### src/common/mmpu_pkg.sv
// Constants, field layout and state of the multi-match pulse unit.
// Assumes one clock, one active-low asynchronous reset.
//
// Functional notes
// - A 32-bit counter advances once per wrap of a programmable 32-bit prescaler.
// - The count is compared with each match value and a hit may raise an interrupt.
// - Seven match values serve up to six single-edge or three double-edge outputs, or a mix.
// - In pulse mode, a hit on the cycle match register resets the counter and sets the shared period.
// - Single-edge outputs rise on the cycle match unless held constantly low.
// - A single-edge output falls at the hit of its own match value.
// - A double-edge output rises and falls at two dedicated match values.
// - Either edge may lie anywhere in the cycle, giving positive or negative pulses.
// - Period and width are any whole number of counter ticks, one rate for all.
// - Per match value: continue, stop or reset the counter, each with optional interrupt.
// - In pulse mode, new match values take effect only after software releases them, without glitches.
// - With pulse mode off the unit is a plain timer and drives no pulse outputs.
`default_nettype none

package mmpu_pkg;

  localparam int NUM_MATCH = 7;
  localparam int NUM_OUT = 6;

  localparam logic [7:0] OFS_STATUS = 8'h00;
  localparam logic [7:0] OFS_CTRL = 8'h04;
  localparam logic [7:0] OFS_COUNT = 8'h08;
  localparam logic [7:0] OFS_PRESCALE = 8'h0c;
  localparam logic [7:0] OFS_PRECOUNT = 8'h10;
  localparam logic [7:0] OFS_ACTION = 8'h14;
  localparam logic [7:0] OFS_MATCH0 = 8'h18;
  localparam logic [7:0] OFS_OUTCFG = 8'h34;
  localparam logic [7:0] OFS_RELEASE = 8'h38;
  localparam logic [7:0] OFS_MASK = 8'h3c;

  // Control bits
  localparam int CTRL_EN = 0;
  localparam int CTRL_RST = 1;
  localparam int CTRL_PWM = 3;

  // Action field: three bits per match value
  localparam int ACT_INT = 0;
  localparam int ACT_RST = 1;
  localparam int ACT_STOP = 2;

  // Output config: double-edge select in [6:2], enables in [14:9]
  localparam int OCFG_DBL = 2;
  localparam int OCFG_EN = 9;

  localparam logic [31:0] RST_WORD = 32'h0000_0000;

  typedef struct packed {
    logic [31:0] tc;
    logic [31:0] pc;
    logic [31:0] pr;
    logic cnt_en;
    logic cnt_rst;
    logic pwm_en;
    logic [20:0] act;
    logic [6:0][31:0] mr_sh;
    logic [6:0][31:0] mr_act;
    logic [4:0] dbl;
    logic [5:0] out_en;
    logic [6:0] rel;
    logic [6:0] ist;
    logic [6:0] imask;
    logic [5:0] pwm;
    logic [31:0] rdata;
  } mmpu_state_t;

endpackage : mmpu_pkg

`default_nettype wire

### src/logic/mmpu_top.sv
// Multi-match pulse unit: prescaled timer, seven match values, six pulse outputs.
// Assumes a register master that follows the one-cycle strobe protocol.
//
// The plain strobed port and the address map were chosen for this implementation.
`default_nettype none

module mmpu_top (
  input wire logic clk_i,
  input wire logic rstn_i,
  input wire logic [7:0] addr_i,
  input wire logic [31:0] wdata_i,
  input wire logic we_i,
  input wire logic re_i,
  output logic [31:0] rdata_o,
  output logic irq_o,
  output logic [5:0] pwm_o,
  output logic [5:0] pwm_oe_o
);

  ////////////////////////////////////////////////////////////////////////////

  function automatic logic act_bit(input logic [20:0] act, input int idx, input int pos);
    act_bit = act[3 * idx + pos];
  endfunction : act_bit

  function automatic logic [7:0] mr_ofs(input int idx);
    mr_ofs = mmpu_pkg::OFS_MATCH0 + 8'(4 * idx);
  endfunction : mr_ofs

  ////////////////////////////////////////////////////////////////////////////

  mmpu_pkg::mmpu_state_t s_r;
  mmpu_pkg::mmpu_state_t s_nxt;
  logic tick;
  logic [6:0] m;
  logic [6:0] evt;
  logic rst_any;
  logic stop_any;
  logic set_c;
  logic clr_c;

  always_comb begin
    s_nxt = s_r;
    s_nxt.rdata = mmpu_pkg::RST_WORD;
    set_c = 1'b0;
    clr_c = 1'b0;

    tick = s_r.cnt_en && !s_r.cnt_rst && (s_r.pc == s_r.pr);
    for (int i = 0; i < mmpu_pkg::NUM_MATCH; i++) begin
      m[i] = tick && (s_r.tc == s_r.mr_act[i]);
    end

    // Cycle match always restarts the period in pulse mode
    rst_any = s_r.pwm_en && m[0];
    stop_any = 1'b0;
    for (int i = 0; i < mmpu_pkg::NUM_MATCH; i++) begin
      evt[i] = m[i] && act_bit(s_r.act, i, mmpu_pkg::ACT_INT);
      if (m[i] && act_bit(s_r.act, i, mmpu_pkg::ACT_RST)) begin
        rst_any = 1'b1;
      end
      if (m[i] && act_bit(s_r.act, i, mmpu_pkg::ACT_STOP)) begin
        stop_any = 1'b1;
      end
    end

    if (s_r.cnt_rst) begin
      s_nxt.tc = mmpu_pkg::RST_WORD;
      s_nxt.pc = mmpu_pkg::RST_WORD;
    end else if (s_r.cnt_en) begin
      if (tick) begin
        s_nxt.pc = mmpu_pkg::RST_WORD;
        s_nxt.tc = rst_any ? mmpu_pkg::RST_WORD : s_r.tc + 32'h0000_0001;
      end else begin
        s_nxt.pc = s_r.pc + 32'h0000_0001;
      end
    end
    if (stop_any) begin
      s_nxt.cnt_en = 1'b0;
    end

    // Output n (0-based) falls at match n+1; rises at cycle match or match n
    for (int n = 0; n < mmpu_pkg::NUM_OUT; n++) begin
      clr_c = m[n + 1];
      if (n >= 1 && s_r.dbl[n - 1]) begin
        set_c = m[n];
      end else begin
        set_c = m[0];
        // Zero fall value would otherwise leave a one-tick pulse
        clr_c = m[n + 1] || (m[0] && s_r.mr_act[n + 1] == mmpu_pkg::RST_WORD);
      end
      // Fall wins on a tie, so a zero fall value keeps a single-edge output low
      if (!s_r.pwm_en) begin
        s_nxt.pwm[n] = 1'b0;
      end else if (clr_c) begin
        s_nxt.pwm[n] = 1'b0;
      end else if (set_c) begin
        s_nxt.pwm[n] = 1'b1;
      end
    end

    // Released values load only at the period boundary
    if (s_r.pwm_en && m[0]) begin
      for (int i = 0; i < mmpu_pkg::NUM_MATCH; i++) begin
        if (s_r.rel[i]) begin
          s_nxt.mr_act[i] = s_r.mr_sh[i];
        end
      end
      s_nxt.rel = 7'h00;
    end

    // Hardware set wins over a same-cycle clear
    s_nxt.ist = s_r.ist | evt;
    if (we_i && addr_i == mmpu_pkg::OFS_STATUS) begin
      s_nxt.ist = (s_r.ist & ~wdata_i[6:0]) | evt;
    end

    if (we_i) begin
      case (addr_i)
        mmpu_pkg::OFS_CTRL: begin
          s_nxt.cnt_en = wdata_i[mmpu_pkg::CTRL_EN];
          s_nxt.cnt_rst = wdata_i[mmpu_pkg::CTRL_RST];
          s_nxt.pwm_en = wdata_i[mmpu_pkg::CTRL_PWM];
        end
        mmpu_pkg::OFS_COUNT: s_nxt.tc = wdata_i;
        mmpu_pkg::OFS_PRESCALE: s_nxt.pr = wdata_i;
        mmpu_pkg::OFS_PRECOUNT: s_nxt.pc = wdata_i;
        mmpu_pkg::OFS_ACTION: s_nxt.act = wdata_i[20:0];
        mmpu_pkg::OFS_OUTCFG: begin
          s_nxt.dbl = wdata_i[mmpu_pkg::OCFG_DBL +: 5];
          s_nxt.out_en = wdata_i[mmpu_pkg::OCFG_EN +: 6];
        end
        mmpu_pkg::OFS_RELEASE: s_nxt.rel = s_r.rel | wdata_i[6:0];
        mmpu_pkg::OFS_MASK: s_nxt.imask = wdata_i[6:0];
        default: begin
          for (int i = 0; i < mmpu_pkg::NUM_MATCH; i++) begin
            if (addr_i == mr_ofs(i)) begin
              s_nxt.mr_sh[i] = wdata_i;
              // Plain timer mode has no release step
              if (!s_r.pwm_en) begin
                s_nxt.mr_act[i] = wdata_i;
              end
            end
          end
        end
      endcase
    end

    if (re_i) begin
      case (addr_i)
        mmpu_pkg::OFS_STATUS: s_nxt.rdata = {25'h000_0000, s_r.ist};
        mmpu_pkg::OFS_CTRL: begin
          s_nxt.rdata[mmpu_pkg::CTRL_EN] = s_r.cnt_en;
          s_nxt.rdata[mmpu_pkg::CTRL_RST] = s_r.cnt_rst;
          s_nxt.rdata[mmpu_pkg::CTRL_PWM] = s_r.pwm_en;
        end
        mmpu_pkg::OFS_COUNT: s_nxt.rdata = s_r.tc;
        mmpu_pkg::OFS_PRESCALE: s_nxt.rdata = s_r.pr;
        mmpu_pkg::OFS_PRECOUNT: s_nxt.rdata = s_r.pc;
        mmpu_pkg::OFS_ACTION: s_nxt.rdata = {11'h000, s_r.act};
        mmpu_pkg::OFS_OUTCFG: begin
          s_nxt.rdata[mmpu_pkg::OCFG_DBL +: 5] = s_r.dbl;
          s_nxt.rdata[mmpu_pkg::OCFG_EN +: 6] = s_r.out_en;
        end
        mmpu_pkg::OFS_RELEASE: s_nxt.rdata = {25'h000_0000, s_r.rel};
        mmpu_pkg::OFS_MASK: s_nxt.rdata = {25'h000_0000, s_r.imask};
        default: begin
          for (int i = 0; i < mmpu_pkg::NUM_MATCH; i++) begin
            if (addr_i == mr_ofs(i)) begin
              s_nxt.rdata = s_r.mr_sh[i];
            end
          end
        end
      endcase
    end
  end

  always_ff @(posedge clk_i or negedge rstn_i) begin
    if (!rstn_i) begin
      s_r <= '0;
    end else begin
      s_r <= s_nxt;
    end
  end

  assign rdata_o = s_r.rdata;
  assign irq_o = |(s_r.ist & s_r.imask);
  assign pwm_o = s_r.pwm;
  assign pwm_oe_o = s_r.pwm_en ? s_r.out_en : 6'h00;

  ////////////////////////////////////////////////////////////////////////////

  chk_prescale_tick: assert property (@(posedge clk_i) disable iff (!rstn_i)
    (s_r.cnt_en && !s_r.cnt_rst && !tick && !(we_i && addr_i == mmpu_pkg::OFS_PRECOUNT))
    |=> s_r.pc == $past(s_r.pc) + 32'h0000_0001)
    else $error("prescale count did not advance");

  chk_count_step: assert property (@(posedge clk_i) disable iff (!rstn_i)
    (tick && !rst_any && !s_r.cnt_rst && !we_i)
    |=> s_r.tc == $past(s_r.tc) + 32'h0000_0001 && s_r.pc == 32'h0000_0000)
    else $error("counter did not step on prescale wrap");

  chk_cycle_reset: assert property (@(posedge clk_i) disable iff (!rstn_i)
    (s_r.pwm_en && m[0] && !we_i) |=> s_r.tc == 32'h0000_0000)
    else $error("cycle match did not restart the counter");

  chk_single_rise: assert property (@(posedge clk_i) disable iff (!rstn_i)
    (s_r.pwm_en && m[0] && !m[1] && s_r.mr_act[1] != mmpu_pkg::RST_WORD) |=> pwm_o[0])
    else $error("single-edge output did not rise at cycle start");

  chk_single_fall: assert property (@(posedge clk_i) disable iff (!rstn_i)
    (s_r.pwm_en && m[1]) |=> !pwm_o[0] ##1 (!pwm_o[0] || $past(m[0])))
    else $error("single-edge output did not fall at its match");

  chk_double_edges: assert property (@(posedge clk_i) disable iff (!rstn_i)
    (s_r.pwm_en && s_r.dbl[0] && m[1] && !m[2]) |=> pwm_o[1])
    else $error("double-edge output did not rise at its match");

  chk_match_stop: assert property (@(posedge clk_i) disable iff (!rstn_i)
    (stop_any && !we_i) |=> !s_r.cnt_en ##1 $stable(s_r.tc))
    else $error("stop action did not halt the counter");

  chk_match_irq: assert property (@(posedge clk_i) disable iff (!rstn_i)
    (evt[0] && s_r.imask[0]) |=> s_r.ist[0] && irq_o)
    else $error("match interrupt not raised");

  chk_hold_unreleased: assert property (@(posedge clk_i) disable iff (!rstn_i)
    (s_r.pwm_en && !m[0]) |=> $stable(s_r.mr_act))
    else $error("active match set changed mid-cycle");

  chk_release_load: assert property (@(posedge clk_i) disable iff (!rstn_i)
    (s_r.pwm_en && m[0] && s_r.rel[1]) |=> s_r.mr_act[1] == $past(s_r.mr_sh[1])
      && !s_r.rel[1] || $past(we_i))
    else $error("released value not loaded at cycle match");

  chk_timer_quiet: assert property (@(posedge clk_i) disable iff (!rstn_i)
    !s_r.pwm_en |-> pwm_oe_o == 6'h00 ##1 (pwm_o == 6'h00 || s_r.pwm_en))
    else $error("pulse outputs driven in timer mode");

  chk_const_low: assert property (@(posedge clk_i) disable iff (!rstn_i)
    (s_r.pwm_en && m[0] && s_r.mr_act[1] == mmpu_pkg::RST_WORD) |=> !pwm_o[0])
    else $error("zero fall value did not keep output low");

  chk_double_fall: assert property (@(posedge clk_i) disable iff (!rstn_i)
    (s_r.pwm_en && s_r.dbl[0] && m[2]) |=> !pwm_o[1])
    else $error("double-edge output did not fall at its match");

  chk_status_set: assert property (@(posedge clk_i) disable iff (!rstn_i)
    evt[1] |=> s_r.ist[1])
    else $error("match event not recorded in status");

  chk_status_sticky: assert property (@(posedge clk_i) disable iff (!rstn_i)
    (s_r.ist[0] && !(we_i && addr_i == mmpu_pkg::OFS_STATUS)) |=> s_r.ist[0])
    else $error("status bit lost without a clear");

  chk_status_clear: assert property (@(posedge clk_i) disable iff (!rstn_i)
    (we_i && addr_i == mmpu_pkg::OFS_STATUS && wdata_i[0] && !evt[0]) |=> !s_r.ist[0])
    else $error("status bit not cleared by write of one");

  chk_rst_action: assert property (@(posedge clk_i) disable iff (!rstn_i)
    (m[2] && act_bit(s_r.act, 2, mmpu_pkg::ACT_RST) && !we_i) |=> s_r.tc == 32'h0000_0000)
    else $error("reset action did not clear the counter");

  chk_hold_reset: assert property (@(posedge clk_i) disable iff (!rstn_i)
    (s_r.cnt_rst && !we_i) |=> s_r.tc == 32'h0000_0000 && s_r.pc == 32'h0000_0000)
    else $error("hold reset did not clear the counters");

  chk_idle_counter: assert property (@(posedge clk_i) disable iff (!rstn_i)
    (!s_r.cnt_en && !s_r.cnt_rst && !we_i) |=> $stable(s_r.tc))
    else $error("disabled counter moved");

  chk_release_clear: assert property (@(posedge clk_i) disable iff (!rstn_i)
    (s_r.pwm_en && m[0] && !(we_i && addr_i == mmpu_pkg::OFS_RELEASE)) |=> s_r.rel == 7'h00)
    else $error("release bits not cleared at load");

  chk_release_hold: assert property (@(posedge clk_i) disable iff (!rstn_i)
    (s_r.rel[0] && !(s_r.pwm_en && m[0])) |=> s_r.rel[0])
    else $error("pending release dropped before cycle match");

  chk_direct_write: assert property (@(posedge clk_i) disable iff (!rstn_i)
    (!s_r.pwm_en && we_i && addr_i == mmpu_pkg::OFS_MATCH0) |=> s_r.mr_act[0] == $past(wdata_i))
    else $error("timer-mode match write not applied at once");

endmodule : mmpu_top

`default_nettype wire

### config.mk
export PLATFORM = sky130hd
export DESIGN_NAME = mmpu_top
export DESIGN_NICKNAME = d
export VERILOG_FILES = /design/src/common/mmpu_pkg.sv /design/src/logic/mmpu_top.sv
export SDC_FILE = /design/constraint.sdc
export NUM_CORES = 2
export LEC_CHECK = 0
export BUFFER_PORTS_ARGS = -buffer_cell sky130_fd_sc_hd__clkbuf_2
export CAP_MARGIN = 40
export CORE_MARGIN = 2
export CORE_UTILIZATION = 30
export CTS_BUF_LIST = sky130_fd_sc_hd__clkbuf_16
export DETAILED_ROUTE_END_ITERATION = 16
export GPL_ROUTABILITY_DRIVEN = 1
export PLACE_DENSITY = 0.41
export SLEW_MARGIN = 40
export SYNTH_ARGS = -nofsm -noshare
export SYNTH_HDL_FRONTEND = slang
export SYNTH_SLANG_ARGS = --single-unit
### constraint.sdc
create_clock -name clk_i -period 9.43 [get_ports clk_i]
set_clock_uncertainty 0.05 [all_clocks]
set_input_delay 0.943 -clock clk_i [delete_from_list [all_inputs] [get_ports clk_i]]
set_output_delay 0.943 -clock clk_i [all_outputs]
set_load 0.02 [all_outputs]
==> impl_metrics.py <==
metrics = {
    "routing": {
        "drt_iter0_drc": 3023,
        "routed.top_layer": "met5",
        "met3_length_um": 9820,
        "drc": 0,
        "dr.pass1.iters": 7,
        "wl_met2_um": 69200,
        "wl_met1_um": 69900,
        "wirelength_um": 156000,
        "routedWlPerCell_um": 33.9,
        "viasPerCell": 5.77,
        "ant_nets": 0,
        "vias": 26500,
    },
    "pwr": {
        "power_frac_comb_pct": 10.6,
        "total_power_uw": 6790,
        "pwr-share-seq_pct": 46.9,
        "p_leak_uw": 0.0171,
        "p_clk_share_pct": 42.5,
        "internal-power_uw": 4800,
        "netSwitchingFraction_pct": 29.3,
        "p_sw_uw": 1990,
        "irDropWorstVdd_v": 0.000111,
        "p_per_area_mw_per_mm2": 181,
    },
    "floorplanning": {
        "start_util_pct": 30.4,
        "chipHeight_um": 337,
        "die_x_um": 337,
        "dieArea_mm2": 0.113,
        "row_count": 121,
        "ios": 89,
        "core_area_mm2": 0.109,
    },
    "placed_design": {
        "pre_cts_ws_ns": 5.03,
        "port-buffer-count": 88,
        "dp_cells": 4451,
        "place_congestion": 0.936,
        "dp_hpwl_um": 110000,
    },
    "timing": {
        "worst_pin_slew_ns": 0.939,
        "finalSetupTns_ns": 0,
        "rsz0062_at_grt": "false",
        "post-route-min-period_ns": 4.29,
        "hold_viol": 0,
        "relSlewSlack_pct": 37.4,
        "post-route-period-util_pct": 45.4,
        "final_max_slew_viol_count": 0,
        "fmax_mhz": 233,
        "fin_hold_ws_ns": 0.159,
        "fin_ws_ns": 5.14,
        "setup_viol": 0,
    },
    "cells_and_area": {
        "fill_cells": 11100,
        "stdcell_count": 4587,
        "syn2layout_area_growth_pct": 12.9,
        "layout-drive-gt1-share_pct": 20.8,
        "nNetsFinal": 3100,
    },
    "global_routing": {
        "grt_pass1_vias": 26000,
        "grt_first_pass_wirelength_um": 217000,
        "grt_max_degree": 84,
        "grt_antenna_before_repair": 4,
        "gr-total-overflow": 0,
        "track_usage_pct": 27.3,
    },
    "clock_tree": {
        "cts_buffers": 77,
        "root_buffer": "clkbuf_16",
        "ctsHoldBuffers": 0,
        "insertion_delay_ns": 0.65,
        "cts_resized": 0,
        "clockBufferDepth": 3,
        "cts.sinks": 638,
        "cts_setup_buffers": 0,
        "htree_levels": 3,
        "clkSlewWorstSetupHoldPaths_ns": 0.06,
        "cts_tree": "built",
    },
    "yosys": {
        "synth_top_flop_cell": "dfrtp_1",
        "ys_top_cells_by_count": "dfrtp_1, mux2_2, nor2_1",
        "synth_nets": 3147,
        "yosysMostFrequentCell": "dfrtp_1",
        "ys_ff_latch": 638,
        "synth_warnings": 0,
        "postSynthAreaPerCell_um2": 10.7,
        "synth.area.top_cells": "dfrtp_1, mux2_2, xor2_1",
        "synth-edff-count": 0,
        "synth_top_area_share_pct": 48.1,
        "syn-instance-count": 3101,
        "synthesis.area_mm2": 0.0332,
        "synth_top_area_cell": "dfrtp_1",
        "synth.distinct_cells": 58,
        "async_flop_share_pct": 100,
        "seq_area_frac_synth_pct": 48.1,
    },
    "critical_path": {
        "end_kind": "flip-flop",
        "rr_startpoint": "s_r[579]$_DFF_PN0_",
        "cp-start-kind": "flip-flop",
        "crit_type": "reg -> reg",
        "r2r_slack_ns": 5.14,
        "rr_endpoint": "pwm_o[2]$_DFFE_PN0P_",
        "crit_required_ns": 9.91,
        "arrival_ns": 4.77,
        "reg2reg_depth": 8,
        "cp_max_fo": 32,
    },
    "status": {
        "status": "completed",
    },
    "flow_run": {
        "maxCapViolCount": 0,
    },
    "min_path": {
        "hold_path.class": "in -> async",
    },
}
-- worst max path at each step --
| stage | startpoint | to | slack, ns | cells after the start |
|---|---|---|---|---|
| finish | s_r[579]$_DFF_PN0_ | pwm_o[2]$_DFFE_PN0P_ | 5.14 | 8 |
| global route | s_r[579]$_DFF_PN0_ | pwm_o[2]$_DFFE_PN0P_ | 5.19 | 8 |
| CTS | s_r[579]$_DFF_PN0_ | pwm_o[2]$_DFFE_PN0P_ | 5.27 | 8 |
| detailed placement | addr_i[1] | s_r[628]$_DFF_PN0_ | 5.03 | 10 |
| global placement | addr_i[1] | s_r[97]$_DFF_PN0_ | 4.60 | 8 |
| floorplan | addr_i[1] | s_r[617]$_DFF_PN0_ | 6.28 | 9 |
-- layout make-up --
| type | instances | area [µm²] | share of cell area [%] |
|---|---|---|---|
| repair buffers | 179 | 1220 | 3.27 |
| multi-input cells | 2144 | 16000 | 42.7 |
| flip-flops and latches | 638 | 16000 | 42.6 |
| inverters | 14 | 52.6 | 0.140 |
| well taps | 1476 | 1850 | 4.93 |
| diodes | 3 | 7.51 | 0.0200 |
| clock buffers | 79 | 1980 | 5.28 |
| clock inverters | 54 | 367 | 0.979 |
-- sequential cells by signal, summed over array words and instances, names as in the netlist --
| name | count |
|---|---|
| rdata_o | 32 |
| s_r | 600 |
| pwm_o | 6 |
-- worst max-delay path: stages, from the launching register on --
cell      delay [ns]
dfrtp_1         0.49
xor2_1          0.27
or4_1           0.61
or4_1           0.55
or4_1           0.42
buf_4           0.29
nor3_4          0.82
nand3_1         0.38
o2111a_1        0.27
-- logic make-up after synthesis --
kind of cell / synth area share [%]
flops: 48.1
fa+ha+maj: 0.0754
xor+xnor: 8.32
compound gates: 11.4
buf+inv: 4.21
simple gates: 11.0
mux: 16.8
-- stage by stage --
stage	util [%]	cell area (µm²)
2_1_floorplan	-	33200
3_3_place_gp	31.9	34900
3_5_place_dp	32.1	35100
4_1_cts	34.2	37400
5_1_grt	34.3	37400
6_report	34.3	37400
-- per-layer routing --
metal	vias to the layer above	GRT usage [%]
met3	229	4.18
met1	14000	38.5
met5	-	0
met2	1129	42.0
li1	11100	-
met4	6	11.1
-- power groups by stage --
stage	clock, µW	sequential, µW	combinational (µW)
2_1_floorplan	0	3080	417
3_3_place_gp	0	3220	686
3_5_place_dp	0	3220	701
4_1_cts	2940	3180	704
5_1_grt	3050	3200	767
6_report	2880	3190	717
-- cells in the final DEF (no fill, tap or decap), types with 5 or more instances in the layout --
master / count
xor2_1: 276
o31ai_2: 6
nor4_2: 5
a221o_1: 7
nand3_1: 57
a222oi_1: 36
and3_1: 16
nor3_2: 5
inv_1: 26
nor2b_1: 5
buf_2: 7
nand2_1: 111
buf_4: 74
mux2_2: 297
nor2_1: 272
dfrtp_1: 637
and2_1: 8
or4_1: 9
mux2i_1: 224
o21ai_0: 45
nand4_1: 53
a21oi_1: 258
a32oi_1: 22
nor3_1: 23
bufinv_16: 5
clkinv_2: 19
clkbuf_2: 86
nor2_4: 10
and4_1: 5
clkbuf_16: 79
nor4_1: 117
o31ai_1: 18
a221oi_1: 54
clkinv_1: 16
xnor2_1: 39
or2_2: 12
a22oi_1: 49
a31oi_1: 13
a22o_1: 40
No activity file was read; power rests on OpenSTA's default activity.
